### config.mk
export PLATFORM = sky130hd
export DESIGN_NAME = stam_trip_mgr
export DESIGN_NICKNAME = d
export VERILOG_FILES = /design/src/rtl/stam_sync3.v /design/src/rtl/stam_trip_mgr.v
export VERILOG_INCLUDE_DIRS = /design/src /design/src/rtl
export SDC_FILE = /design/constraint.sdc
export NUM_CORES = 1
export LEC_CHECK = 0
export BUFFER_PORTS_ARGS = -buffer_cell sky130_fd_sc_hd__buf_4
export CELL_PAD_IN_SITES_DETAIL_PLACEMENT = 1
export CELL_PAD_IN_SITES_GLOBAL_PLACEMENT = 1
export CORE_MARGIN = 2
export CORE_UTILIZATION = 36
export DETAILED_ROUTE_END_ITERATION = 10
export PLACE_DENSITY_LB_ADDON = 0.1
export SETUP_SLACK_MARGIN = 0.05
export SYNTH_ARGS = -nofsm -noshare
export SYNTH_HDL_FRONTEND = slang
export SYNTH_SLANG_ARGS = --single-unit
export TNS_END_PERCENT = 100
### constraint.sdc
create_clock -name mclk_i -period 5.1 [get_ports mclk_i]
set_input_delay 0 -clock mclk_i [delete_from_list [all_inputs] [get_ports mclk_i]]
set_output_delay 0 -clock mclk_i [all_outputs]
set_load 0.02 [all_outputs]
### src/rtl/stam_defs.vh
// Purpose: constants for the servo trip and alarm manager
// Assumes: 10 MHz core clock, APB register access
// Notes: byte offsets are word aligned
`ifndef STAM_DEFS_VH
`define STAM_DEFS_VH

// ==========================================================
// Timing
`define STAM_CLK_HZ 10000000
`define STAM_CLR_HOLD_MS 120
`define STAM_OVL_HOLD_S 10
`define STAM_FLASH_MS 250

// ==========================================================
// Register byte offsets
`define STAM_REG_CTRL 12'h000
`define STAM_REG_STAT 12'h004
`define STAM_REG_HIST_CNT 12'h008
`define STAM_REG_HIST_BASE 12'h010
`define STAM_HIST_DEPTH 4

// ==========================================================
// Alarm codes
`define STAM_CODE_NONE 8'h00
`define STAM_CODE_UV 8'h0B
`define STAM_CODE_OV 8'h0C
`define STAM_CODE_OC 8'h0E
`define STAM_CODE_OL 8'h10
`define STAM_CODE_EE1 8'h24
`define STAM_CODE_EE2 8'h25
`define STAM_CODE_INH 8'h26

// ==========================================================
// Fault input bit positions
`define STAM_F_OC 0
`define STAM_F_OL 1
`define STAM_F_EE1 2
`define STAM_F_EE2 3
`define STAM_F_INH 4

// ==========================================================
// Control and status fields
`define STAM_CTRL_CLR 0
`define STAM_ST_TRIP 0
`define STAM_ST_OLWAIT 1
`define STAM_ST_NOCLR 2
`define STAM_ST_CODE_LSB 8
`define STAM_ST_CODE_MSB 15

`endif

### src/rtl/stam_sync3.v
// Purpose: three-stage synchroniser with agreement filter
// Assumes: input asynchronous to mclk_i
// Notes: output changes once stages two and three agree
`include "stam_defs.vh"

module stam_sync3 (
    input wire mclk_i,
    input wire rst_i,
    input wire d_i,
    output wire q_o
);
    reg s1_ff;
    reg s2_ff;
    reg s3_ff;
    reg q_ff;

    always @(posedge mclk_i or posedge rst_i) begin
        if (rst_i) begin
            s1_ff <= 1'b0;
            s2_ff <= 1'b0;
            s3_ff <= 1'b0;
            q_ff <= 1'b0;
        end else begin
            s1_ff <= d_i;
            s2_ff <= s1_ff;
            s3_ff <= s2_ff;
            if (s2_ff == s3_ff) begin
                q_ff <= s3_ff;
            end
        end
    end

    assign q_o = q_ff;
endmodule

### src/rtl/stam_trip_mgr.v
// Purpose: fault trip latch, alarm clear qualification and alarm history
// Assumes: fault inputs from detectors on other clocks, APB slave access
// Notes: non-clearable faults release only through rst_i (power cycle)
`include "stam_defs.vh"

module stam_trip_mgr #(
    parameter CLR_CYC = (`STAM_CLK_HZ / 1000) * `STAM_CLR_HOLD_MS,
    parameter OLW_CYC = `STAM_CLK_HZ * `STAM_OVL_HOLD_S,
    parameter FLASH_CYC = (`STAM_CLK_HZ / 1000) * `STAM_FLASH_MS
) (
    input wire mclk_i,
    input wire rst_i,
    input wire fault_clear_in_i,
    input wire drive_en_req_i,
    input wire bus_under_i,
    input wire bus_over_i,
    input wire main_power_ok_i,
    input wire [4:0] fault_i,
    input wire psel,
    input wire penable,
    input wire pwrite,
    input wire [11:0] paddr,
    input wire [31:0] pwdata,
    output reg [31:0] prdata,
    output reg pready,
    output reg pslverr,
    output reg drive_enable_o,
    output reg fault_alarm_out_o,
    output reg status_red_o,
    output reg [7:0] fault_code_display_o,
    output reg fault_display_on_o
);
    // ==========================================================
    // Input synchronisers
    wire [8:0] raw_in = {main_power_ok_i, bus_over_i, bus_under_i, drive_en_req_i,
                         fault_i};
    wire [8:0] syn;
    genvar gi;
    generate
        for (gi = 0; gi < 9; gi = gi + 1) begin : g_sync
            stam_sync3 u_sync (
                .mclk_i(mclk_i),
                .rst_i(rst_i),
                .d_i(raw_in[gi]),
                .q_o(syn[gi])
            );
        end
    endgenerate
    wire [4:0] flt = syn[4:0];
    wire en_req = syn[5];
    wire uv = syn[6];
    wire ov = syn[7];
    wire pwr_ok = syn[8];

    wire clr_in;
    stam_sync3 u_sync_clr (
        .mclk_i(mclk_i),
        .rst_i(rst_i),
        .d_i(fault_clear_in_i),
        .q_o(clr_in)
    );

    // ==========================================================
    // Fault encoding, overcurrent has priority, then the other codes in ascending order
    reg [7:0] new_code;
    reg new_fault;
    always @* begin
        new_fault = 1'b1;
        if (flt[`STAM_F_OC]) begin
            new_code = `STAM_CODE_OC;
        end else if (uv && en_req) begin
            new_code = `STAM_CODE_UV;
        end else if (ov) begin
            new_code = `STAM_CODE_OV;
        end else if (flt[`STAM_F_OL]) begin
            new_code = `STAM_CODE_OL;
        end else if (flt[`STAM_F_EE1]) begin
            new_code = `STAM_CODE_EE1;
        end else if (flt[`STAM_F_EE2]) begin
            new_code = `STAM_CODE_EE2;
        end else if (flt[`STAM_F_INH]) begin
            new_code = `STAM_CODE_INH;
        end else begin
            new_code = `STAM_CODE_NONE;
            new_fault = 1'b0;
        end
    end

    // ==========================================================
    // Trip state
    reg trip_ff;
    reg [7:0] code_ff;
    reg noclr_ff;
    reg olwait_ff;
    reg [31:0] olw_cnt_ff;
    reg [31:0] clr_cnt_ff;
    reg [31:0] fl_cnt_ff;
    reg blink_ff;
    reg sw_clr_ff;
    reg [1:0] hist_wr_ff;
    reg [7:0] hist_cnt_ff;
    reg [7:0] hist_mem [0:`STAM_HIST_DEPTH-1];

    wire clr_qual = clr_cnt_ff >= (CLR_CYC - 1);
    wire clr_req = (clr_in && clr_qual) || sw_clr_ff;
    wire clr_ok = clr_req && !noclr_ff && !olwait_ff;
    wire do_trip = !trip_ff && new_fault;
    wire hist_skip = (new_code == `STAM_CODE_UV) || (new_code == `STAM_CODE_EE1) ||
                     (new_code == `STAM_CODE_EE2) || (new_code == `STAM_CODE_INH);

    // Timer counts only a steady hold; release restarts it
    always @(posedge mclk_i or posedge rst_i) begin
        if (rst_i) begin
            clr_cnt_ff <= 32'h00000000;
        end else if (!clr_in) begin
            clr_cnt_ff <= 32'h00000000;
        end else if (!clr_qual) begin
            clr_cnt_ff <= clr_cnt_ff + 32'h00000001;
        end
    end

    always @(posedge mclk_i or posedge rst_i) begin
        if (rst_i) begin
            trip_ff <= 1'b0;
            code_ff <= `STAM_CODE_NONE;
            noclr_ff <= 1'b0;
        end else if (do_trip) begin
            trip_ff <= 1'b1;
            code_ff <= new_code;
            noclr_ff <= (new_code == `STAM_CODE_OC);
        end else if (trip_ff && clr_ok) begin
            trip_ff <= 1'b0;
            code_ff <= `STAM_CODE_NONE;
        end
    end

    // Overload hold-off; dropping main power cancels it
    always @(posedge mclk_i or posedge rst_i) begin
        if (rst_i) begin
            olwait_ff <= 1'b0;
            olw_cnt_ff <= 32'h00000000;
        end else if (!pwr_ok) begin
            olwait_ff <= 1'b0;
            olw_cnt_ff <= 32'h00000000;
        end else if (do_trip && new_code == `STAM_CODE_OL) begin
            olwait_ff <= 1'b1;
            olw_cnt_ff <= 32'h00000000;
        end else if (olwait_ff) begin
            if (olw_cnt_ff >= OLW_CYC - 1) begin
                olwait_ff <= 1'b0;
            end else begin
                olw_cnt_ff <= olw_cnt_ff + 32'h00000001;
            end
        end
    end

    always @(posedge mclk_i or posedge rst_i) begin
        if (rst_i) begin
            fl_cnt_ff <= 32'h00000000;
            blink_ff <= 1'b0;
        end else if (!trip_ff) begin
            fl_cnt_ff <= 32'h00000000;
            blink_ff <= 1'b1;
        end else if (fl_cnt_ff >= FLASH_CYC - 1) begin
            fl_cnt_ff <= 32'h00000000;
            blink_ff <= ~blink_ff;
        end else begin
            fl_cnt_ff <= fl_cnt_ff + 32'h00000001;
        end
    end

    // ==========================================================
    // Alarm history, circular
    always @(posedge mclk_i or posedge rst_i) begin
        if (rst_i) begin
            hist_wr_ff <= 2'b00;
            hist_cnt_ff <= 8'h00;
        end else if (do_trip && !hist_skip) begin
            hist_wr_ff <= hist_wr_ff + 2'b01;
            if (hist_cnt_ff != 8'hFF) begin
                hist_cnt_ff <= hist_cnt_ff + 8'h01;
            end
        end
    end

    always @(posedge mclk_i) begin
        if (do_trip && !hist_skip) begin
            hist_mem[hist_wr_ff] <= new_code;
        end
    end

    // ==========================================================
    // Outputs
    always @(posedge mclk_i or posedge rst_i) begin
        if (rst_i) begin
            drive_enable_o <= 1'b0;
            fault_alarm_out_o <= 1'b0;
            status_red_o <= 1'b0;
            fault_code_display_o <= `STAM_CODE_NONE;
            fault_display_on_o <= 1'b0;
        end else begin
            drive_enable_o <= en_req && !trip_ff && !do_trip;
            fault_alarm_out_o <= !trip_ff && !do_trip;
            status_red_o <= trip_ff;
            fault_code_display_o <= code_ff;
            fault_display_on_o <= trip_ff && blink_ff;
        end
    end

    // ==========================================================
    // APB slave, zero wait states
    wire acc = psel && penable;
    // Offset within the history window, same width as paddr
    wire [11:0] hoff = paddr - `STAM_REG_HIST_BASE;
    wire hit_hist = (paddr >= `STAM_REG_HIST_BASE) &&
                    (paddr < `STAM_REG_HIST_BASE + 4 * `STAM_HIST_DEPTH);
    reg [31:0] rd_mux;
    reg rd_err;
    always @* begin
        rd_mux = 32'h00000000;
        rd_err = 1'b0;
        if (paddr[1:0] != 2'b00) begin
            rd_err = 1'b1;
        end else if (paddr == `STAM_REG_CTRL) begin
            rd_mux = 32'h00000000;
        end else if (paddr == `STAM_REG_STAT) begin
            rd_mux[`STAM_ST_TRIP] = trip_ff;
            rd_mux[`STAM_ST_OLWAIT] = olwait_ff;
            rd_mux[`STAM_ST_NOCLR] = noclr_ff;
            rd_mux[`STAM_ST_CODE_MSB:`STAM_ST_CODE_LSB] = code_ff;
        end else if (paddr == `STAM_REG_HIST_CNT) begin
            rd_mux[7:0] = hist_cnt_ff;
        end else if (hit_hist) begin
            rd_mux[7:0] = hist_mem[hoff[3:2]];
        end else begin
            rd_err = 1'b1;
        end
    end

    always @(posedge mclk_i or posedge rst_i) begin
        if (rst_i) begin
            prdata <= 32'h00000000;
            pready <= 1'b0;
            pslverr <= 1'b0;
            sw_clr_ff <= 1'b0;
        end else begin
            pready <= psel && !penable;
            prdata <= rd_mux;
            pslverr <= psel && !penable && rd_err;
            sw_clr_ff <= acc && pready && pwrite && (paddr == `STAM_REG_CTRL) &&
                         pwdata[`STAM_CTRL_CLR];
        end
    end
endmodule

======== Word-level counts from Yosys, hierarchy flattened ========
Memory sizes are Yosys's and may differ from the RTL's.
Index checks and enable logic that the tools add are counted.
storage, ports and cells
  register bits ........................... 205
  bits in writable memories ............... 24
  memories kept ........................... 1
cells by class
  add/subtract/negate cells ............... 6
  $lt $le $gt $ge ......................... 5
  eq/ne operators ......................... 23
  multiplexer cells ....................... 46
  bitwise logic cells ..................... 1
  reductions and logical operators ........ 35
memories
  memory    words  width  rd ports  clocked after Yosys merged registers in  write ports  line                 RTL
  hist_mem  4      6      1         0                                        1            stam_trip_mgr.v:102  reg [7:0] hist_mem [0:`STAM_HIST_DEPTH-1];
operators by type and width
  operator                 number
  $mux W32                 8
  $add A32 B1 Y32 const B  3
  $mux W6                  7
  $mux W8                  5
  $ge A32 B21 Y1 const B   1
  $ge A32 B22 Y1 const B   1
  $ge A32 B27 Y1 const B   1
  $mux W16                 2
  $eq A8 B6 Y1 const B     3
  $mux W1                  22
  $logic_and A1 B1 Y1      20
  $eq A8 B4 Y1 const B     2
  $eq A12 B3 Y1 const B    1
  $eq A12 B4 Y1 const B    1
  $ge A12 B5 Y1 const B    1
  $logic_not A12 Y1        1
  $lt A12 B6 Y1 const B    1
  $eq A1 B1 Y1             10
  $add A8 B1 Y8 const B    1
  $eq A8 B5 Y1 const B     1
  $ne A8 B8 Y1 const B     1
  $logic_not A1 Y1         6
  $ne A3 B3 Y1 const B     2
  $mux W5                  1
  9 further kinds          14

======== Logic depth before layout (Yosys ltp) ========
  word-level depth ........................ 15
  depth in mapped cells ................... 9
  depth with buffers taken out ............ 7

======== Hierarchy ========
A second synthesis with hierarchy kept.
unflattened totals
  cells, all modules ...................... 738
  area, all modules ....................... 8633.3 um2
modules (own cells, without submodules)
  module         instances  cells each  area each (um2)  seq. area each (um2)
  stam_trip_mgr  1          678         7482.2           4299.1
  stam_sync3     10         6           115.1            100.1

======== Worst setup path after synthesis ========
No wires, ideal clock.
  path kind ............................... register -> register
  start point ............................. register olw_cnt_ff[0]
  end point ............................... register olw_cnt_ff[22]
  data arrival time ....................... 2.263 ns
  data required time ...................... 5.022 ns
  setup slack ............................. 2.759 ns
  cell stages (with the launch flop) ...... 9
  buffers on the path ..................... 1
  clock period less this slack ............ 2.341 ns
  cell sequence ........................... dfrtp_1 > ha_1 > and3_1 > clkbuf_1 > a211o_1 > a32oi_4 > o2111ai_1 > or4_1 > a21oi_1
on the way
  cells in the longest elaborated chain, start to end .. 5
RTL lines
  what                    line                 RTL
  start, declared         stam_trip_mgr.v:95   reg [31:0] olw_cnt_ff;
  start signal, assigned  stam_trip_mgr.v:152  olw_cnt_ff <= olw_cnt_ff + 32'h00000001;
  $add A32 B1 Y32         stam_trip_mgr.v:152
  $mux W32                stam_trip_mgr.v:149  if (olw_cnt_ff >= OLW_CYC - 1) begin
  $mux W32                stam_trip_mgr.v:148  end else if (olwait_ff) begin
  $mux W32                stam_trip_mgr.v:145  end else if (do_trip && new_code == `STAM_CODE_OL) begin
  $mux W32                stam_trip_mgr.v:142  end else if (!pwr_ok) begin
Parallel ways exist; a longest one is shown, timed or not. The select of a mux whose other input is x is not followed.
A chain may end at the register's enable or synchronous reset.

======== Final worst setup path ========
  start point ............................. register clr_cnt_ff[19]
  end point ............................... register code_ff[5]
on the way
  cells in the longest elaborated chain, start to end .. 7
RTL lines
  what                                 line                 RTL
  start, declared                      stam_trip_mgr.v:96   reg [31:0] clr_cnt_ff;
  start signal, assigned               stam_trip_mgr.v:118  clr_cnt_ff <= clr_cnt_ff + 32'h00000001;
  $ge A32 B21 Y1                       stam_trip_mgr.v:104  wire clr_qual = clr_cnt_ff >= (CLR_CYC - 1);
  $logic_and A1 B1 Y1                  stam_trip_mgr.v:105  wire clr_req = (clr_in && clr_qual) || sw_clr_ff;
  $logic_or A1 B1 Y1                   stam_trip_mgr.v:105
  $logic_and A1 B1 Y1 (2 in a row)     stam_trip_mgr.v:106  wire clr_ok = clr_req && !noclr_ff && !olwait_ff;
  $logic_and A1 B1 Y1                  stam_trip_mgr.v:131  end else if (trip_ff && clr_ok) begin
  $reduce_bool A2 Y1 (no source line)  -
  end signal, assigned                 stam_trip_mgr.v:125  code_ff <= `STAM_CODE_NONE;
  end signal, assigned                 stam_trip_mgr.v:129  code_ff <= new_code;
  end signal, assigned                 stam_trip_mgr.v:133  code_ff <= `STAM_CODE_NONE;
  end, declared                        stam_trip_mgr.v:92   reg [7:0] code_ff;
No other way between the ends.

==> impl_metrics.ini <==
[outcome]
status = finished clean

[sta]
final_max_slew_viol_count = 0
min_period_over_period_pct = 57.82
hold_viol_final = 0
worst_pin_slew_ns = 1.053
min_period_ns = 2.949
max-slew-margin-rel_pct = 29.62
skew_ns = 0.02000
tns_ns = 0
setup_viol = 0
rsz0062_at_grt = false
whs_ns = 0.03203
max_freq_ghz = 0.3391

[yosys]
synthTopCellsByArea = dfrtp_1 (54%), edfxtp_1 (8.4%), nor2_1 (2.9%), xnor2_1 (2.8%), and2_1 (2.2%)
ys.flop_type = dfrtp_1
synth_warnings = 0
syn_area_mm2 = 0.008551
synth_edf_count = 24
synth_top_area_share_pct = 53.56
syn_avg_cell_area_um2 = 11.98
synth_cells = 714
seq_area_frac_synth_pct = 61.98
ys_types = 63
ys_ff_latch = 207
synthArstFlopShare_pct = 88.41
synth_largest_area_cell = dfrtp_1

[setup_path]
arrival_ns = 3.31
cp-end-kind = flip-flop
reg2regPathDepth = 6
r2r_setup_slack_ns = 2.15
cp_max_fo = 14
critPathLaunchType = flip-flop
worstSetupPathType = flip-flop to flip-flop
r2r-end = code_ff[5]
cp_data_required_time_ns = 5.46
r2r-start = clr_cnt_ff[19]

[clock_tree]
clk_latency_ns = 0.52
cts.htree.levels = 1
cts_buffers = 25
clk_pin_slew_ns = 0.06
cts_tree = built
numClockSinks = 207
root_buffer = clkbuf_16
cts_setup_buffers = 0
cts_hold_buf = 25
post_cts_resized = 0
clockBufferDepth = 3

[floorplanning]
die_h_um = 158.1
fp.coreArea_mm2 = 0.02340
row_count = 56
initial_core_util_pct = 36.54
ios = 105
die_area_mm2 = 0.02500
die_x_um = 158.1

[route]
drtAntennaViolNets = 0
drt_first_pass_iters = 4
vias_per_cell = 4.945
vias = 5687
post_drt_wl_per_cell_um = 16.14
wirelength_um = 18560
drt-initial-drc-count = 211
route.detailed.drc = 0

[placement]
hpwl_um = 12110
place.gp.congestion = 0.7801
portBuffers = 53

[hold_path]
hp-start = paddr[2]
hold_class = primary input to flip-flop
holdPathStages = 3
hold-path-endpoint = prdata[7]

[power_and_ir_drop]
combPwrFrac_pct = 4.8
p_seq_share_pct = 48.1
intPower_mw = 2.832
swShare_pct = 22.58
powerDensity_mw_per_mm2 = 354.6
switching_power_mw = 0.8257
leakagePower_nw = 4.502
vdd_drop_max_v = 0.0002140
pwr-share-clk_pct = 47.1

[global_routing]
track_usage_pct = 15.55
antenna_found_initial = 0
grt_pass1_wl_um = 31340
grt_max_degree = 72
overflow = 0
grt_pass1_vias = 6160

[finish]
area_growth_pct = 20.63
final_net_count = 879
fill_cells = 2512
drive_above_1_share_pct = 13.60
diodes = 0

[run]
cap_violations = 0
-- Yosys cell counts, types with 2 or more instances --
| cell | count |
|---|---|
| or4_1 | 9 |
| or3_1 | 16 |
| nor4_1 | 4 |
| xor2_1 | 18 |
| a22oi_1 | 4 |
| mux2i_1 | 7 |
| a222oi_1 | 3 |
| o21ai_0 | 15 |
| a21oi_1 | 22 |
| nor3b_1 | 6 |
| buf_4 | 20 |
| o21ai_1 | 10 |
| o211ai_1 | 8 |
| and2_1 | 30 |
| xnor2_1 | 27 |
| buf_1 | 2 |
| or4b_2 | 2 |
| nor3_1 | 11 |
| mux4_2 | 6 |
| nand2_1 | 45 |
| o21a_1 | 5 |
| a21o_1 | 2 |
| nor2_1 | 66 |
| edfxtp_1 | 24 |
| ha_1 | 8 |
| and4_1 | 8 |
| nand3_1 | 31 |
| nor4b_2 | 2 |
| a211o_1 | 3 |
| a31oi_1 | 4 |
| o2111ai_1 | 3 |
| nand4_1 | 10 |
| nor4bb_1 | 3 |
| nand2b_1 | 6 |
| o22ai_1 | 2 |
| dfrtp_1 | 183 |
| nor4b_1 | 2 |
| o2bb2ai_1 | 2 |
| clkbuf_1 | 15 |
| inv_1 | 19 |
| and3_1 | 18 |
| buf_2 | 2 |
| a211oi_1 | 2 |
| maj3_1 | 10 |
-- layout by cell type, fill, tap and decap left out, drive strengths merged, types with 8 or more instances in the layout --
cell type / Yosys / final
nand2: 45 / 45
o21ai: 26 / 26
nand3: 31 / 31
ha: 8 / 8
and2: 30 / 30
xor2: 18 / 18
or3: 16 / 16
xnor2: 27 / 27
buf: 24 / 56
and3: 18 / 18
o211ai: 8 / 8
clkinv: 1 / 8
nor2: 66 / 66
clkbuf: 15 / 35
a21oi: 22 / 22
dlygate4sd3: 0 / 25
nand4: 10 / 10
edfxtp: 24 / 24
or4: 9 / 9
inv: 19 / 20
conb: 1 / 30
and4: 8 / 8
maj3: 10 / 10
nor3: 12 / 12
dfrtp: 183 / 183
-- worst max-delay path: stages, from the launching register on --
cell,delay (ns)
dfrtp_1,0.41
nor4b_1,0.51
o2111ai_1,0.18
nor2_1,0.75
nor3_2,0.21
a22oi_1,0.56
o22ai_1,0.17
-- power by group through the flow --
stage          Sequential, mW  Combinational (mW)  Clock [mW]
2_1_floorplan            1.78               0.112           0
3_3_place_gp             1.79               0.159           0
3_5_place_dp             1.79               0.166           0
4_1_cts                  1.76               0.180        1.78
5_1_grt                  1.76               0.200        1.84
6_report                 1.76               0.176        1.72
-- kinds of logic after synthesis --
group / count (synthesis) / share of synthesized area (%)
AOI/OAI and AO/OA: 94 / 7.522
xor gates and xnor gates: 45 / 4.609
adders and majority gates: 18 / 2.341
buffers and inverters: 59 / 3.497
DFF: 207 / 61.98
muxes: 14 / 2.531
other: 1 / 0.04386
and+or+nand+nor: 276 / 17.47
-- worst max-delay path by stage --
| stage | start | to | slack, ns | cells after the start |
|---|---|---|---|---|
| 3_5_place_dp | clr_cnt_ff[19] | code_ff[3] | 2.16 | 6 |
| 5_1_grt | clr_cnt_ff[18] | code_ff[3] | 1.80 | 6 |
| 3_3_place_gp | clr_cnt_ff[19] | code_ff[5] | 2.25 | 6 |
| 6_report | clr_cnt_ff[19] | code_ff[5] | 2.15 | 6 |
| 4_1_cts | clr_cnt_ff[19] | code_ff[5] | 2.13 | 6 |
| 2_1_floorplan | rst_i | blink_ff | 0.13 | 1 |
-- metal layers --
layer / vias to the layer above / wire length [µm] / share of wire [%] / GRT usage, %
met4: 0 / 412 / 2.2 / 4.247
li1: 2675 / - / - / -
met3: 34 / 608 / 3.3 / 2.601
met2: 83 / 8897 / 48 / 27.06
met1: 2895 / 8641 / 47 / 20.08
met5: - / 0 / 0 / 0
-- flip-flops by register name, indices dropped and copies added (netlist names), 2 cells and up --
signal,cells
clr_cnt_ff,32
code_ff,6
fault_code_display_o,6
fl_cnt_ff,32
g_sync.u_sync.q_o,9
g_sync.u_sync.s1_ff,9
g_sync.u_sync.s2_ff,9
g_sync.u_sync.s3_ff,9
hist_cnt_ff,8
hist_mem,24
hist_wr_ff,2
olw_cnt_ff,32
prdata,14
-- through the flow --
step | instance area (µm²) | util, % | cells | power, mW | worst slack, ns
2_1_floorplan | 8660 | - | 743 | 1.893 | 0.1280
3_5_place_dp | 9260 | 39.57 | 1079 | 1.954 | 2.164
3_3_place_gp | 9260 | 39.57 | 1079 | 1.945 | 2.252
5_1_grt | 10310 | 44.08 | 1150 | 3.809 | 1.797
6_report | 10310 | 44.08 | 1150 | 3.657 | 2.151
4_1_cts | 10310 | 44.08 | 1150 | 3.719 | 2.129
-- area by class of cell --
type                       instances  area, µm²  share of cell area [%]
multi-input combinational        477       3060                   29.67
inverter                          20      80.08                  0.7763
timing repair buffer              81      670.6                   6.502
clock inverter                    11      111.4                   1.080
tap                              319      399.1                   3.869
sequential                       207       5300                   51.38
clock buffer                      35      693.2                   6.720
(Power assumes the default switching activity.)
